===== config.mk =====
export PLATFORM = sky130hd
export DESIGN_NAME = fault_status_flag_bank
export DESIGN_NICKNAME = d
export VERILOG_FILES = /design/src/hdl/fault_status_pkg.sv /design/src/hdl/fault_status_flag_bank.sv
export VERILOG_INCLUDE_DIRS = /design/src /design/src/hdl
export SDC_FILE = /design/constraint.sdc
export NUM_CORES = 1
export LEC_CHECK = 0
export ABC_AREA = 1
export BUFFER_PORTS_ARGS = -buffer_cell sky130_fd_sc_hd__buf_4
export CAP_MARGIN = 30
export CORE_AREA = 5 5 149 151
export CTS_CLUSTER_DIAMETER = 200
export DETAILED_ROUTE_END_ITERATION = 10
export DIE_AREA = 0 0 154 156
export GPL_ROUTABILITY_DRIVEN = 0
export GPL_TIMING_DRIVEN = 0
export PLACE_DENSITY = 0.4
export SYNTH_ARGS = -nofsm -noshare
export SYNTH_HDL_FRONTEND = slang
export SYNTH_SLANG_ARGS = --single-unit

===== constraint.sdc =====
create_clock -name clk -period 1.4 [get_ports clk]
set_input_delay 0.14 -clock clk [delete_from_list [all_inputs] [get_ports clk]]
set_output_delay 0.14 -clock clk [all_outputs]
set_load 0.01 [all_outputs]

===== src/hdl/fault_status_flag_bank_regs.svh =====
/*
  register offsets, bit positions, polarity masks, reset values and timing
  figures of the fault status flag bank.
  assumes: included by bare name from the package and the design module.
*/
`ifndef FAULT_STATUS_FLAG_BANK_REGS_SVH
`define FAULT_STATUS_FLAG_BANK_REGS_SVH

// ==========================================================
// offsets
`define FSFB_OFS_FAULT_STATUS_A 8'h00
`define FSFB_OFS_HEALTH_STATUS_B 8'h01
`define FSFB_OFS_FAULT_STATUS_C 8'h02
`define FSFB_OFS_LATCH_A 8'h2a
`define FSFB_OFS_LATCH_B 8'h2b
`define FSFB_OFS_LATCH_C 8'h2c

// ==========================================================
// bit positions
`define FSFB_BIT_OCPTO 5
`define FSFB_BIT_UV 6
`define FSFB_BIT_OV 7
`define FSFB_BIT_VDD_OV 0
`define FSFB_BIT_EXTREF_OK 1
`define FSFB_BIT_INTREF_OK 2
`define FSFB_BIT_GND_OK 3
`define FSFB_BIT_SUPPLY_GOOD 4
`define FSFB_BIT_REVERSE_OK 5
`define FSFB_BIT_ORFET_OK 6
`define FSFB_BIT_SHARE_OK 7
`define FSFB_BIT_FAULT 0
`define FSFB_BIT_PULSE_OK 1

// ==========================================================
// fault polarity (1 = flag low means fault) and implemented bits
`define FSFB_POL_A 8'h00
`define FSFB_POL_B 8'hfe
`define FSFB_POL_C 8'h02
`define FSFB_VALID_A 8'hff
`define FSFB_VALID_B 8'hff
`define FSFB_VALID_C 8'h03
`define FSFB_RST_STATUS 8'h00
`define FSFB_RST_LATCH 8'h00
`define FSFB_RDATA_UNMAPPED 8'h00

// ==========================================================
// timing
`define FSFB_CLK_MHZ 25
`define FSFB_OCP_TIME_US 1000
`define FSFB_PULSE_WINDOW_US 20000

`endif


===== src/hdl/fault_status_pkg.sv =====
/*
  types shared by the fault status flag bank.
  assumes: nothing beyond the register header.
*/
`include "fault_status_flag_bank_regs.svh"

package fault_status_pkg;

  // raw conditions from the analog comparators, all asynchronous
  typedef struct packed {
    logic ov;
    logic uv;
    logic oc;
    logic vdd_ov;
    logic extref_ok;
    logic intref_ok;
    logic gnd_ok;
    logic below_lockout;
    logic reverse_ok;
    logic pen_ok;
    logic loadv_ok;
    logic share_ok;
    logic [4:0] mon;
  } fault_in_t;

  // register access from the serial management port engine
  typedef struct packed {
    logic rd;
    logic wr;
    logic [7:0] addr;
  } reg_req_t;

endpackage


===== src/hdl/fault_status_flag_bank.sv =====
/*
  read-only status flag bank with read-to-clear latched shadows.
  assumes: the serial port engine on clk issues one-cycle rd/wr strobes;
  comparator conditions and the ac sense pin are asynchronous.
*/
// What this block does
// - fault_status_a bit 6 is high while output undervoltage is sensed.
// - fault_status_a bit 7 is high while output overvoltage is sensed.
// - health_status_b bit 0 is high while supply rail overvoltage is sensed.
// - health_status_b bit 1 low when external reference overloaded, else high.
// - health_status_b bit 2 low when internal reference lost integrity.
// - health_status_b bit 3 low when ground connection is open.
// - supply_good bit 4 low on lockout, reference, ground or supply overvoltage fault.
// - health_status_b bit 5 low on excessive output switch reverse voltage.
// - bit 6 low when pulse, power-enable, load-voltage or reverse indication false.
// - health_status_b bit 7 low when current share accuracy out of limits.
// - fault_status_c bit 0 latches overvoltage, undervoltage or overcurrent timeout.
// - fault_status_c bit 1 shows pulses present on the ac sense input.
// - fault_status_a bit 5 high once overcurrent persisted past its timer.
// - latched copies clear on read unless the fault is still present.
`timescale 1ns/1ps
`include "fault_status_flag_bank_regs.svh"

module fault_status_flag_bank #(
  parameter int OCP_TIMEOUT_CYC = `FSFB_OCP_TIME_US * `FSFB_CLK_MHZ,
  parameter int PULSE_WINDOW_CYC = `FSFB_PULSE_WINDOW_US * `FSFB_CLK_MHZ
) (
  input wire logic clk,
  input wire logic arst_n,
  input wire fault_status_pkg::fault_in_t cond_in,
  input wire logic ac_sense,
  input wire logic fault_clr,
  input wire fault_status_pkg::reg_req_t reg_req,
  output logic [7:0] reg_rdata_q,
  output logic reg_rvalid_q,
  output logic fault_latch_q
);
  import fault_status_pkg::*;

  localparam int OCW = $clog2(OCP_TIMEOUT_CYC + 1);
  localparam int PWW = $clog2(PULSE_WINDOW_CYC + 1);
  localparam logic [OCW-1:0] OCP_MAX = OCW'(OCP_TIMEOUT_CYC);
  localparam logic [PWW-1:0] PW_MAX = PWW'(PULSE_WINDOW_CYC);
  localparam logic [7:0] POL [3] = '{`FSFB_POL_A, `FSFB_POL_B, `FSFB_POL_C};
  localparam logic [7:0] VALID [3] = '{`FSFB_VALID_A, `FSFB_VALID_B, `FSFB_VALID_C};

  // ==========================================================
  // address decode: {latch c, latch b, latch a, c, b, a}
  function automatic logic [5:0] addr_hit(input logic [7:0] a);
    logic [5:0] h;
    h = 6'h00;
    h[0] = (a == `FSFB_OFS_FAULT_STATUS_A);
    h[1] = (a == `FSFB_OFS_HEALTH_STATUS_B);
    h[2] = (a == `FSFB_OFS_FAULT_STATUS_C);
    h[3] = (a == `FSFB_OFS_LATCH_A);
    h[4] = (a == `FSFB_OFS_LATCH_B);
    h[5] = (a == `FSFB_OFS_LATCH_C);
    return h;
  endfunction

  fault_in_t meta_q;
  fault_in_t sync_q;
  logic ac_meta_q;
  logic ac_sync_q;
  logic ac_prev_q;
  logic [PWW-1:0] pw_cnt_q;
  logic [OCW-1:0] ocp_cnt_q;
  logic pulse_ok;
  logic ocpto;
  logic supply_good;
  logic orfet_ok;
  logic ac_edge;
  logic rd_acc;
  logic [5:0] hit;
  logic [7:0] stat_d [3];
  logic [7:0] stat_q [3];
  logic [7:0] latch_q [3];
  logic [7:0] rd_mux;

  // ==========================================================
  // synchronisers
  always_ff @(posedge clk or negedge arst_n)
  begin
    if (!arst_n)
    begin
      meta_q <= '0;
      sync_q <= '0;
    end
    else
    begin
      meta_q <= cond_in;
      sync_q <= meta_q;
    end
  end

  always_ff @(posedge clk or negedge arst_n)
  begin
    if (!arst_n)
    begin
      ac_meta_q <= 1'b0;
      ac_sync_q <= 1'b0;
      ac_prev_q <= 1'b0;
    end
    else
    begin
      ac_meta_q <= ac_sense;
      ac_sync_q <= ac_meta_q;
      ac_prev_q <= ac_sync_q;
    end
  end

  assign ac_edge = ac_sync_q & ~ac_prev_q;

  // ==========================================================
  // ac sense pulse watchdog
  // starts expired so no pulses are claimed before the first edge
  always_ff @(posedge clk or negedge arst_n)
  begin
    if (!arst_n)
      pw_cnt_q <= PW_MAX;
    else if (ac_edge)
      pw_cnt_q <= '0;
    else if (pw_cnt_q != PW_MAX)
      pw_cnt_q <= pw_cnt_q + 1'b1;
  end

  assign pulse_ok = (pw_cnt_q != PW_MAX);

  // ==========================================================
  // overcurrent timer
  always_ff @(posedge clk or negedge arst_n)
  begin
    if (!arst_n)
      ocp_cnt_q <= '0;
    else if (!sync_q.oc)
      ocp_cnt_q <= '0;
    else if (ocp_cnt_q != OCP_MAX)
      ocp_cnt_q <= ocp_cnt_q + 1'b1;
  end

  assign ocpto = (ocp_cnt_q == OCP_MAX);

  // ==========================================================
  // fault latch; a new fault wins over a clear in the same cycle
  always_ff @(posedge clk or negedge arst_n)
  begin
    if (!arst_n)
      fault_latch_q <= 1'b0;
    else
      fault_latch_q <= sync_q.ov | sync_q.uv | ocpto | (fault_latch_q & ~fault_clr);
  end

  // ==========================================================
  // live status
  assign supply_good = ~sync_q.below_lockout & sync_q.extref_ok & sync_q.intref_ok
                     & sync_q.gnd_ok & ~sync_q.vdd_ov;
  assign orfet_ok = pulse_ok & sync_q.pen_ok & sync_q.loadv_ok & sync_q.reverse_ok;

  always_comb
  begin
    stat_d[0] = {sync_q.ov, sync_q.uv, ocpto, sync_q.mon};
    stat_d[1] = {sync_q.share_ok, orfet_ok, sync_q.reverse_ok, supply_good,
                 sync_q.gnd_ok, sync_q.intref_ok, sync_q.extref_ok, sync_q.vdd_ov};
    stat_d[2] = {6'h00, pulse_ok, fault_latch_q};
  end

  // ==========================================================
  // register access; a strobe with wr set is dropped whole
  assign hit = addr_hit(reg_req.addr);
  assign rd_acc = reg_req.rd & ~reg_req.wr;

  genvar gi;
  generate
    for (gi = 0; gi < 3; gi++)
    begin : g_reg
      always_ff @(posedge clk or negedge arst_n)
      begin
        if (!arst_n)
          stat_q[gi] <= `FSFB_RST_STATUS;
        else
          stat_q[gi] <= stat_d[gi];
      end

      // present fault re-sets the copy, so it survives its own read
      // low-active bits come up latched from reset; software reads them clear once
      always_ff @(posedge clk or negedge arst_n)
      begin
        if (!arst_n)
          latch_q[gi] <= `FSFB_RST_LATCH;
        else
          latch_q[gi] <= ((stat_q[gi] ^ POL[gi]) & VALID[gi])
                       | (latch_q[gi] & ~{8{rd_acc & hit[gi+3]}});
      end
    end
  endgenerate

  always_comb
  begin
    rd_mux = `FSFB_RDATA_UNMAPPED;
    for (int i = 0; i < 3; i++)
    begin
      if (hit[i])
        rd_mux = stat_q[i];
      if (hit[i+3])
        rd_mux = latch_q[i];
    end
  end

  always_ff @(posedge clk or negedge arst_n)
  begin
    if (!arst_n)
    begin
      reg_rvalid_q <= 1'b0;
      reg_rdata_q <= 8'h00;
    end
    else
    begin
      reg_rvalid_q <= rd_acc;
      if (rd_acc)
        reg_rdata_q <= rd_mux;
    end
  end
endmodule // fault_status_flag_bank


# [Word-level counts from Yosys, hierarchy flattened]
# Cells that the tools add are included.
[totals] reg_bits=123 in_bits=31 output_inout_bits=10 word_cells=95
[op_classes] add_sub_neg=2 n_eq_ne=9 n_mux=10 bitwise=32 n_reduce_logical=2
[op_table] cell="8-bit 2-to-1 mux" n=6
[op_table] cell="19-bit 2-to-1 mux" n=2
[op_table] cell="15-bit 2-to-1 mux" n=2
[op_table] cell="8-bit bitwise AND" n=3
[op_table] cell="8-bit by 6-bit equality test with 1-bit output (second input constant)" n=3
[op_table] cell="8-bit inverter" n=3
[op_table] cell="19-bit by 1-bit adder with 19-bit output (second input constant)" n=1
[op_table] cell="19-bit inequality test (second input constant)" n=1
[op_table] cell="8-bit bitwise OR" n=2
[op_table] cell="15-bit by 1-bit adder with 15-bit output (second input constant)" n=1
[op_table] cell="15-bit equality test (second input constant)" n=1
[op_table] cell="15-bit inequality test (second input constant)" n=1
[op_table] cell="1-bit bitwise AND" n=13
[op_table] cell="8-bit by 1-bit equality test with 1-bit output (second input constant)" n=1
[op_table] cell="8-bit by 2-bit equality test with 1-bit output (second input constant)" n=1
[op_table] cell="8-bit zero test" n=1
[op_table] cell="2-bit by 8-bit bitwise OR with 8-bit output" n=1
[op_table] cell="7-bit inverter" n=1
[op_table] cell="1-bit inverter" n=6
[op_table] cell="1-bit bitwise OR" n=3
[op_table] cell="2-bit by 1-bit inequality test with 1-bit output (second input constant)" n=1
[op_table] cell="2-bit nonzero test" n=1

# [Longest topological paths before layout]
# Gate-level depths: netlist of run 1.
[depth] word_depth=7 depth_mapped=11 ltp_nobuf=10

# [Worst setup path before layout of run 1]
# Ideal clock, no wire load.
[synth_path] path_type="register to register" startpoint="register pw_cnt_q[0]" endpoint="register pw_cnt_q[14]" setup_time_ns=0.117 t_arrival_ns=1.316 required_time_ns=1.283 slack_ns=-0.033 path_stages_with_launch=9 path_buffers=0 period_less_slack_ns=1.433 cell_sequence="dfrtp_1 -> ha_1 -> nand3_2 -> nor2_4 -> nand2_2 -> nor3_4 -> nand3_2 -> nor2_1 -> nor2_1"
[synth_between] elab_chain_len=3 elab_cells_between_ends=5 classes_between="add/sub (1); eq/ne (1); mux (2); reduce/logical (1)"
[synth_lines] item="start, declared" line_no="fault_status_flag_bank.sv:66" source="logic [PWW-1:0] pw_cnt_q;"
[synth_lines] item="start signal, assigned" line_no="fault_status_flag_bank.sv:124" source="pw_cnt_q <= pw_cnt_q + 1'b1;"
[synth_lines] item="19-bit by 1-bit adder with 19-bit output" line_no="fault_status_flag_bank.sv:124"
[synth_lines] item="19-bit 2-to-1 mux" line_no="fault_status_flag_bank.sv:123" source="else if (pw_cnt_q != PW_MAX)"
[synth_lines] item="19-bit 2-to-1 mux" line_no="fault_status_flag_bank.sv:121" source="else if (ac_edge)"
# Parallel ways exist; a longest one is shown, timed or not. The select of a mux whose other input is x is not followed.
# A chain may end at the register's enable or synchronous reset.

# [Worst setup path in the final report of run 1]
[layout_path] startpoint="register pw_cnt_q[5]" endpoint="register pw_cnt_q[0]"
[layout_between] elab_chain_len=2
[layout_lines] item="19-bit inequality test" line_no="fault_status_flag_bank.sv:123"
[layout_lines] item="2-bit nonzero test (no source line)"
# Every way passes these cells.

==> results of run 1 <==
Yosys cell counts, drive strengths merged:
cell type and count:
dfrtp 116, nand2 110, inv 72, nor2 69, nand3 32, o21ai 25
a21oi 24, nand4 19, nor3 18, o21bai 9, dfstp 7, a22oi 5
ha 4, o211ai 4, or2 4, clkbuf 3, nor4 3, xor2 2
a211oi 1, buf 1, nor3b 1, nor4b 1
metal layers:
layer / up-vias / track usage [%]
met2: 68 / 15.0
met1: 1827 / 12.9
li1: 1921 / -
met3: 13 / 3.33
met4: 0 / 3.28
met5: - / 0
per-stage QoR:
| step | power, mW | setup WS (ns) | setup TNS (ns) |
|---|---|---|---|
| floorplan | 4.06 | 0.0183 | 0 |
| global placement | 4.30 | -0.298 | -30.78 |
| detailed placement | 4.31 | -0.250 | -3.19 |
| CTS | 8.99 | -0.127 | -0.983 |
| global route | 9.27 | -0.228 | -2.86 |
| finish | 8.85 | -0.0950 | -0.674 |
cells by family (layout without fill, tap and decap cells):
kind of cell             count (synthesis)  after routing  share of synthesized area [%]
AND/OR/NAND/NOR                        257            257                           24.1
flip-flops                             123            123                           61.0
buffers and inverters                   76            182                           5.98
AO/OA/AOI/OAI                           68             68                           7.66
adder cells (fa/ha/maj)                  4              4                          0.988
XOR/XNOR                                 2              2                          0.346
cell type report:
class,count,area share [%]
Sequential cell,123,45.2
Multi-Input combinational cell,331,27.0
Timing Repair Buffer,75,9.45
Clock buffer,21,6.87
Tap cell,275,5.03
Inverter,72,3.98
Clock inverter,10,2.05
Buffer,4,0.475
flip-flops by register name, summed over array words and instances (netlist names):
signal and flops:
reg_rvalid_q 1, reg_rdata_q 8, stat_q 18, meta_q 17
latch_q 24, pw_cnt_q 19, fault_latch_q 1, ac_sync_q 1
ocp_cnt_q 15, ac_meta_q 1, stat_d 13, sync_q 4
ac_prev_q 1
power breakdown:
part	switching (mW)	leakage (nW)	internal, mW
registers	0.115	1.45	3.70
logic	0.292	1.35	0.259
clock network	1.56	0.292	2.93
total	1.97	3.09	6.89
path summary, 6_finish.rpt:
check | endpoint | slack [ns]
min in group asynchronous | reg_rvalid_q | 0.16
max in group asynchronous | pw_cnt_q[0] | 0.46
worst max-delay path | pw_cnt_q[0] | -0.09
worst min-delay path | reg_rdata_q[2] | 0.07
worst max register to register | pw_cnt_q[0] | -0.09
worst min register to register | stat_d[16] | 0.35
worst min-delay path, stage by stage:
cell,delay [ns]
buf_4,0.09
nor2_4,0.05
nand3_1,0.10
nand2_1,0.05
what timing repair did:
item / 4_1_cts / 5_1_grt
pin swaps: 12 / 12
gates resized for setup: 25 / 30
hold buffers: 21 / 0
endpoints found under the setup margin: 23 / 25
gates cloned: 0 / 0
setup buffers: 7 / 7
hold endpoints to repair: 48 / 0
==> reports/summary.txt, run 1 <==
status - complete, but fails checks
failing checks - negative setup slack
Die X - 154 um
Crit Reg-Reg Startpoint - pw_cnt_q[5]
Non-Filler Instances - 911
Post-DP HPWL - 7850 um
Yosys top cell by area - dfrtp_1
Worst VDD drop - 788 uV
vias in the first global route - 3757
Yosys top cell area share - 57.3%
Clock Tree Root - clkbuf_16
clk sink count - 123
Area Overhead vs Synth - 35.2%
Max Buffers Root-to-Sink - 2
WL final - 11300 um
slowest stage cell on the critical path - dfstp_2
Skew-Pair Late Insertion Delay - 0.41 ns
# placed instances - 846
CP startpoint - pw_cnt_q[5]
Final Instance Area - 6850 um^2
CP delay by family, top - simple AND/OR/NAND/NOR gates
post-synthesis cell area - 5060 um^2
Slew HR - 67.4%
R2R cell count - 6
CP peak stage delay - 0.57 ns
hold path start - reg_req[8]
worst hold path cell count - 4
Buf+Inv Stages, Crit Path - 1
Post-route DRC - 0
Post-Route Skew - 0.00810 ns
number of max-cap violations - 0
ANT cells - 0
Req. time, crit path - 1.74 ns
Die ar. - 24000 um^2
ratio of final minimum period to clock period - 107%
CTS buffer count - 17
row cnt - 53
Setup Viol. Count Final - 15
DRT iter0 DRCs - 205
commonest non-fill, non-tap cells in the layout - dfrtp_1, nand2_1, inv_1
DRT Pass-1 Iters - 4
layout cells sized above 1 - 25.5%
RSZ-0062 raised after global routing - true
core area - 20700 um^2
Unique masters post-synth - 33
Tightest Pin Transition - 0.489 ns
PortBufs - 40
WS Path Type - reg -> reg
crit path capture type - flip-flop
Cell Area, Placed - 5750 um^2
final core utilization - 33.1%
NumNets Final - 659
crit-path max FO - 4
initial antenna violation count - 0
final hold viol count - 0
Vias/cell - 4.20
WP data arrival - 1.84 ns
Final min period - 1.49 ns
post-synthesis sequential area ratio - 61.0%
Max Fclk - 669 MHz
Syn Nets - 565
post-synthesis register bit count - 123
gr ovfl total - 0
most common cell after layout, fill and taps aside - dfrtp_1
# IOs - 41
Synth Area per Inst - 9.55 um^2
register area - 3090 um^2
synth top area cells - dfrtp_1, nand2_1, inv_1
total track usage - 9.73%
worst hold path class - in -> reg
Met1 Wirelength - 5360 um
Synth Warn # - 0
Mapped Cells - 530
leakage dissipation - 3.09 nW
setup ws final - -0.0950 ns
Met3 Wirelength - 468 um
power per cell area - 1290 nW/um^2
Antenna Nets Post-Route - 0
CTS tree - yes
DR top layer - met4
global-route wire length before repair - 18700 um
Final Slew Violations - 0
CP most frequent cell - nand2_1
Worst setup SP type - flip-flop
Starting Density - 24.5%
crit-path cells - inv_2 -> nor4_1 -> nand4_1 -> nor2_1 -> nand2_1 -> nand2_1
Filler cells - 2145
hold slack - 0.0718 ns
WP depth - 6
largest net degree at the start of global routing - 99
# H-tree levels - 4
met2 WL - 5280 um
die extent in y - 156 um
total number of vias - 3829
wire length per cell - 12.4 um
area occupied by multi-input gates - 1850 um^2
Worst-path clk slew - 0.05 ns
Note: power is estimated with default switching activity, not from simulation.
==> inputs of run 2 (changes only) <==
--- a/config.mk
+++ b/config.mk
@@ -9,13 +9,13 @@
 export ABC_AREA = 1
 export BUFFER_PORTS_ARGS = -buffer_cell sky130_fd_sc_hd__buf_4
 export CAP_MARGIN = 30
-export CORE_AREA = 5 5 149 151
+export CORE_AREA = 5 5 107 109
 export CTS_CLUSTER_DIAMETER = 200
 export DETAILED_ROUTE_END_ITERATION = 10
-export DIE_AREA = 0 0 154 156
+export DIE_AREA = 0 0 112 114
 export GPL_ROUTABILITY_DRIVEN = 0
 export GPL_TIMING_DRIVEN = 0
-export PLACE_DENSITY = 0.4
+export PLACE_DENSITY = 0.69
 export SYNTH_ARGS = -nofsm -noshare
 export SYNTH_HDL_FRONTEND = slang
 export SYNTH_SLANG_ARGS = --single-unit
==> run 2 against run 1 <==
The run still ends with negative setup slack left. Critical endpoint is now pw_cnt_q[14]. Clock skew down 0.0021 ns. Critical path depth is 3 higher. Cell count is 14% lower. Via count grew 3.5%. First-iteration DRC count is 33% higher. Critical path type unchanged.
==> reports/summary.txt, run 2 (synthesis results as in run 1) <==
WL final - 10700 um (was 11300 um)
# IOs - 41 (unchanged)
crit-path cells - ha_4 -> nand3_4 -> nor2_4 -> nand2_4 -> nor3_4 -> nand3_2 -> nand2_1 -> nand2_1 -> nor2_1 (was inv_2 -> nor4_1 -> nand4_1 -> nor2_1 -> nand2_1 -> nand2_1)
worst hold path class - in -> async (was in -> reg)
met2 WL - 5350 um (was 5280 um)
row cnt - 38 (was 53)
WS Path Type - reg -> reg (unchanged)
Filler cells - 821 (was 2145)
Worst VDD drop - 994 uV (was 788 uV)
gr ovfl total - 0 (unchanged)
Die ar. - 12800 um^2 (was 24000 um^2)
CTS tree - yes (unchanged)
Max Fclk - 646 MHz (was 669 MHz)
ANT cells - 0 (unchanged)
Met1 Wirelength - 4540 um (was 5360 um)
Starting Density - 48.2% (was 24.5%)
number of max-cap violations - 0 (unchanged)
die extent in y - 114 um (was 156 um)
clk sink count - 123 (unchanged)
Final Instance Area - 6710 um^2 (was 6850 um^2)
slowest stage cell on the critical path - dfrtp_2 (was dfstp_2)
total number of vias - 3962 (was 3829)
PortBufs - 40 (unchanged)
Clock Tree Root - clkbuf_8 (was clkbuf_16)
Die X - 112 um (was 154 um)
wire length per cell - 13.7 um (was 12.4 um)
DR top layer - met4 (unchanged)
Req. time, crit path - 1.86 ns (was 1.74 ns)
biggest registers after layout - latch_q: 24 flops, pw_cnt_q: 19 flops, stat_q: 18 flops (unchanged)
final hold viol count - 0 (unchanged)
commonest non-fill, non-tap cells in the layout - dfrtp_1, nand2_1, inv_1 (unchanged)
DRT Pass-1 Iters - 5 (was 4)
power per cell area - 1300 nW/um^2 (was 1290 nW/um^2)
largest net degree at the start of global routing - 99 (unchanged)
Max Buffers Root-to-Sink - 2 (unchanged)
status - complete, but fails checks (unchanged)
ratio of final minimum period to clock period - 111% (was 107%)
Vias/cell - 5.05 (was 4.20)
Antenna Nets Post-Route - 0 (unchanged)
Post-DP HPWL - 6750 um (was 7850 um)
Post-route DRC - 0 (unchanged)
crit path capture type - flip-flop (unchanged)
initial antenna violation count - 0 (unchanged)
setup ws final - -0.148 ns (was -0.0950 ns)
max reg flops - 24 (unchanged)
area occupied by multi-input gates - 1830 um^2 (was 1850 um^2)
CTS buffer count - 17 (unchanged)
Tightest Pin Transition - 0.461 ns (was 0.489 ns)
CP most frequent cell - nand2_1 (unchanged)
global-route wire length before repair - 18000 um (was 18700 um)
# H-tree levels - 4 (unchanged)
most common cell after layout, fill and taps aside - dfrtp_1 (unchanged)
Cell Area, Placed - 5580 um^2 (was 5750 um^2)
Area Overhead vs Synth - 32.4% (was 35.2%)
layout cells sized above 1 - 27.0% (was 25.5%)
Overall Power - 8.71 mW (was 8.85 mW)
Slew HR - 69.3% (was 67.4%)
NumNets Final - 668 (was 659)
total track usage - 17.7% (was 9.73%)
WP data arrival - 2.01 ns (was 1.84 ns)
Met3 Wirelength - 528 um (was 468 um)
Skew-Pair Late Insertion Delay - 0.53 ns (was 0.41 ns)
Final Slew Violations - 0 (unchanged)
Final min period - 1.55 ns (was 1.49 ns)
RSZ-0062 raised after global routing - true (unchanged)
vias in the first global route - 3871 (was 3757)
core area - 10500 um^2 (was 20700 um^2)
Worst setup SP type - flip-flop (unchanged)
register area - 3090 um^2 (about the same)
Post-Route Skew - 0.00600 ns (was 0.00810 ns)
leakage dissipation - 3.12 nW (was 3.09 nW)
DRT iter0 DRCs - 272 (was 205)
Setup Viol. Count Final - 12 (was 15)
most flop-heavy register - latch_q (unchanged)
Worst-path clk slew - 0.06 ns (was 0.05 ns)
CP peak stage delay - 0.42 ns (was 0.57 ns)
crit-path max FO - 4 (unchanged)
failing checks - negative setup slack (unchanged)
-- run 2: changes by cell type in the layout (fill, tap and decap cells not counted), sizes merged --
cell         change
buf              +8
dlygate4sd3      +1
clkinvlp         +2
inv              +1
clkinv           +1
clkbuf           -4
-- run 2: per-layer routing --
layer | GRT usage, % | vias to the layer above
met5 | 0 | -
met4 | 7.69 | 0
met3 | 6.10 | 31
met2 | 28.5 | 110
met1 | 21.9 | 1894
li1 | - | 1927
-- run 2: power by group --
| part | internal (mW) | switching (mW) |
|---|---|---|
| registers | 3.70 | 0.127 |
| logic | 0.269 | 0.299 |
| clock network | 2.70 | 1.61 |
| total | 6.67 | 2.04 |
-- run 2: layout make-up --
class	instances	area share, %
flip-flops and latches	123	46.1
multi-input cells	331	27.3
repair buffers	84	10.7
clock buffers	17	6.18
inverters	72	4.03
well taps	140	2.61
clock inverters	14	2.57
plain buffers	4	0.485
-- run 2: metrics by stage --
| step | hold slack [ns] | utilization, % | setup WS [ns] | TNS [ns] | instances |
|---|---|---|---|---|---|
| final | 0.0447 | 63.8 | -0.148 | -0.715 | 785 |
| after global routing | 0.0550 | 63.8 | -0.266 | -2.73 | 785 |
| after CTS | 0.0379 | 62.3 | -0.0519 | -0.201 | 773 |
| after detailed placement | 0.0205 | 53.1 | -0.208 | -2.13 | 711 |
| after global placement | 0.250 | 52.8 | -0.147 | -14.89 | 710 |
| after floorplan | -0.156 | - | 0.0183 | 0 | 530 |
-- run 2: repair_timing --
action / in CTS / in global routing
pin swaps: 9 / 18
resized for setup: 24 / 29
endpoints found under the setup margin: 21 / 27
hold buffers: 22 / 0
hold endpoints to repair: 141 / 0
setup buffers: 9 / 12
-- run 2: critical path, delay by kind of cell (launching register included) --
kind                     cells  cell delay (ns)
AND/OR/NAND/NOR              8             0.90
flip-flops                   1             0.42
adder cells (fa/ha/maj)      1             0.16
-- run 2: final timing paths --
| kind | start | end | slack [ns] | cells after the start |
|---|---|---|---|---|
| max in group asynchronous | arst_n | ocp_cnt_q[5] | 0.62 | 3 |
| worst max register to register | pw_cnt_q[0] | pw_cnt_q[14] | -0.15 | 9 |
| worst max-delay path | pw_cnt_q[0] | pw_cnt_q[14] | -0.15 | 9 |
| min in group clk | reg_req[9] | reg_rdata_q[2] | 0.05 | 5 |
| worst min-delay path | arst_n | latch_q[0] | 0.04 | 2 |
| worst min register to register | meta_q[14] | sync_q[14] | 0.35 | 0 |
==> inputs of run 3 (changes only) <==
--- a/config.mk
+++ b/config.mk
@@ -9,13 +9,14 @@
 export ABC_AREA = 1
 export BUFFER_PORTS_ARGS = -buffer_cell sky130_fd_sc_hd__buf_4
 export CAP_MARGIN = 30
-export CORE_AREA = 5 5 107 109
+export CORE_AREA = 2 2 104 106
 export CTS_CLUSTER_DIAMETER = 200
 export DETAILED_ROUTE_END_ITERATION = 10
-export DIE_AREA = 0 0 112 114
+export DIE_AREA = 0 0 106 108
 export GPL_ROUTABILITY_DRIVEN = 0
 export GPL_TIMING_DRIVEN = 0
 export PLACE_DENSITY = 0.69
+export SETUP_SLACK_MARGIN = 0.2
 export SYNTH_ARGS = -nofsm -noshare
 export SYNTH_HDL_FRONTEND = slang
 export SYNTH_SLANG_ARGS = --single-unit
==> run 3 against run 2 <==
The run still ends with negative setup slack left. Clock power decreased by 2%. Core utilization rose by 3.7 points. Cell count is 0.89% higher. Critical endpoint is now ocp_cnt_q[6]. Clock skew is 0.0019 ns higher. Wire length increased by 6.4%. Total power down 0.18%. Combinational power is 10% higher. Critical path type unchanged. Sequential power about the same. Non-clock buffer count rose by 10. Sequential share of layout area is 1.3 points lower. Cell area increased by 3.0%. Critical path depth unchanged. Largest cell class unchanged.
==> reports/summary.txt, run 3 (synthesis results as in run 1) <==
DRT iter0 DRCs - 377 (was 272)
ratio of final minimum period to clock period - 115% (was 111%)
Antenna Nets Post-Route - 0 (unchanged)
Max Buffers Root-to-Sink - 2 (unchanged)
Skew-Pair Late Insertion Delay - 0.52 ns (was 0.53 ns)
total number of vias - 4067 (was 3962)
power per cell area - 1260 nW/um^2 (was 1300 nW/um^2)
WL final - 11400 um (was 10700 um)
met2 WL - 5840 um (was 5350 um)
Final Instance Area - 6910 um^2 (was 6710 um^2)
Max Fclk - 623 MHz (was 646 MHz)
most common cell after layout, fill and taps aside - dfrtp_1 (unchanged)
# H-tree levels - 4 (unchanged)
Vias/cell - 5.14 (was 5.05)
clk sink count - 123 (unchanged)
Req. time, crit path - 1.84 ns (was 1.86 ns)
Starting Density - 49.5% (was 48.2%)
WP data arrival - 2.04 ns (was 2.01 ns)
initial antenna violation count - 0 (unchanged)
# IOs - 41 (unchanged)
crit path to - ocp_cnt_q[6] (was pw_cnt_q[14])
row cnt - 37 (was 38)
Worst VDD drop - 805 uV (was 994 uV)
biggest registers after layout - latch_q: 24 flops, pw_cnt_q: 19 flops, stat_q: 18 flops (unchanged)
R2R cell count - 9 (unchanged)
area occupied by multi-input gates - 1910 um^2 (was 1830 um^2)
Setup Viol. Count Final - 19 (was 12)
Worst setup SP type - flip-flop (unchanged)
reg2reg end - ocp_cnt_q[6] (was pw_cnt_q[14])
layout cells sized above 1 - 30.3% (was 27.0%)
status - complete, but fails checks (unchanged)
CP peak stage delay - 0.41 ns (was 0.42 ns)
PortBufs - 40 (unchanged)
die extent in y - 108 um (was 114 um)
Clock Tree Root - clkbuf_8 (unchanged)
worst hold path class - in -> async (unchanged)
DR top layer - met4 (unchanged)
number of max-cap violations - 0 (unchanged)
leakage dissipation - 3.21 nW (was 3.12 nW)
final core utilization - 67.5% (was 63.8%)
Met1 Wirelength - 4850 um (was 4540 um)
global-route wire length before repair - 18100 um (was 18000 um)
Post-DP HPWL - 6640 um (was 6750 um)
CTS buffer count - 17 (unchanged)
Post-route DRC - 0 (unchanged)
crit-path cells - ha_2 -> nand2_2 -> nor2_4 -> buf_6 -> buf_6 -> inv_4 -> nor2_4 -> a21oi_2 -> a211oi_2 (was ha_4 -> nand3_4 -> nor2_4 -> nand2_4 -> nor3_4 -> nand3_2 -> nand2_1 -> nand2_1 -> nor2_1)
slowest stage cell on the critical path - dfrtp_1 (was dfrtp_2)
largest net degree at the start of global routing - 102 (was 99)
CTS tree - yes (unchanged)
core area - 10200 um^2 (was 10500 um^2)
CP startpoint - ocp_cnt_q[1] (was pw_cnt_q[0])
Slew HR - 67.7% (was 69.3%)
max reg flops - 24 (unchanged)
vias in the first global route - 3943 (was 3871)
crit path capture type - flip-flop (unchanged)
total track usage - 20.2% (was 17.7%)
Final min period - 1.61 ns (was 1.55 ns)
final hold viol count - 0 (unchanged)
Worst-path clk slew - 0.06 ns (about the same)
Cell Area, Placed - 5600 um^2 (was 5580 um^2)
WS Path Type - reg -> reg (unchanged)
crit-path max FO - 3 (was 4)
most flop-heavy register - latch_q (unchanged)
NumNets Final - 678 (was 668)
register area - 3090 um^2 (about the same)
Die ar. - 11400 um^2 (was 12800 um^2)
R2R setup slack - -0.21 ns (was -0.15 ns)
Tightest Pin Transition - 0.484 ns (was 0.461 ns)
RSZ-0062 raised after global routing - true (unchanged)
Met3 Wirelength - 497 um (was 528 um)
Overall Power - 8.69 mW (was 8.71 mW)
commonest non-fill, non-tap cells in the layout - dfrtp_1, nand2_1, inv_1 (unchanged)
Crit Reg-Reg Startpoint - ocp_cnt_q[1] (was pw_cnt_q[0])
setup ws final - -0.205 ns (was -0.148 ns)
gr ovfl total - 0 (unchanged)
wire length per cell - 14.4 um (was 13.7 um)
Area Overhead vs Synth - 36.4% (was 32.4%)
DRT Pass-1 Iters - 6 (was 5)
Final Slew Violations - 0 (unchanged)
Die X - 106 um (was 112 um)
Filler cells - 737 (was 821)
ANT cells - 0 (unchanged)
failing checks - negative setup slack (unchanged)
Post-Route Skew - 0.00787 ns (was 0.00600 ns)
dpl ws - -0.178 ns (was -0.208 ns)
[run 3: cell types whose count changed in the layout (fill, tap and decap cells not counted), moves of 3 or more]
cell and delta:
o21ai_1 +3, nand2_2 +3, inv_1 -3, buf_6 +13, inv_6 +5, inv_4 +4, nand2_1 -3
[run 3: worst min path at each step]
stage	cells past startpoint	slack (ns)	endpoint
2_1_floorplan	0	-0.16	ac_meta_q
3_3_place_gp	1	0.25	meta_q[4]
3_5_place_dp	1	0.009	reg_rvalid_q
4_1_cts	2	0.03	reg_rvalid_q
5_1_grt	2	0.04	reg_rdata_q[7]
6_report	2	0.03	reg_rvalid_q
[run 3: timing repair]
| action | in CTS | in global routing |
|---|---|---|
| gates cloned | 0 | 0 |
| hold buffers | 21 | 0 |
| endpoints found under the setup margin | 38 | 45 |
| gates resized for setup | 41 | 48 |
| pin swaps | 12 | 24 |
| hold endpoints to repair | 139 | 0 |
| buffers inserted | 14 | 18 |
[run 3: final cells by class]
class,instances,area share [%]
timing repair buffer,94,12.1
multi-input combinational,331,27.7
inverter,72,4.06
clock inverter,14,2.28
tap,136,2.46
sequential,123,44.8
clock buffer,18,6.05
buffer,4,0.489
[run 3: per-stage QoR]
stage / setup TNS (ns) / hold slack [ns] / std cells
after floorplan: 0 / -0.156 / 530
after global placement: -13.83 / 0.249 / 706
after detailed placement: -1.70 / 0.00855 / 707
after CTS: -1.19 / 0.0281 / 774
after global routing: -3.84 / 0.0431 / 792
final: -1.93 / 0.0348 / 792
[run 3: report_power, final]
group | internal [mW] | leakage, nW | switching (mW)
Sequential | 3.70 | 1.45 | 0.135
Combinational | 0.300 | 1.48 | 0.327
Clock | 2.57 | 0.274 | 1.66
[run 3: routing by layer]
metal,track usage [%],vias up
met3,5.12,25
met2,33.4,132
met1,25.6,1956
met4,8.65,0
met5,0,-
li1,-,1954
[run 3: critical path, delay by kind of cell (launching register included)]
| kind | cells | cell delay [ns] |
|---|---|---|
| flops | 1 | 0.41 |
| compound gates | 2 | 0.29 |
| fa+ha+maj | 1 | 0.22 |
| buf+inv | 3 | 0.24 |
| simple gates | 3 | 0.38 |
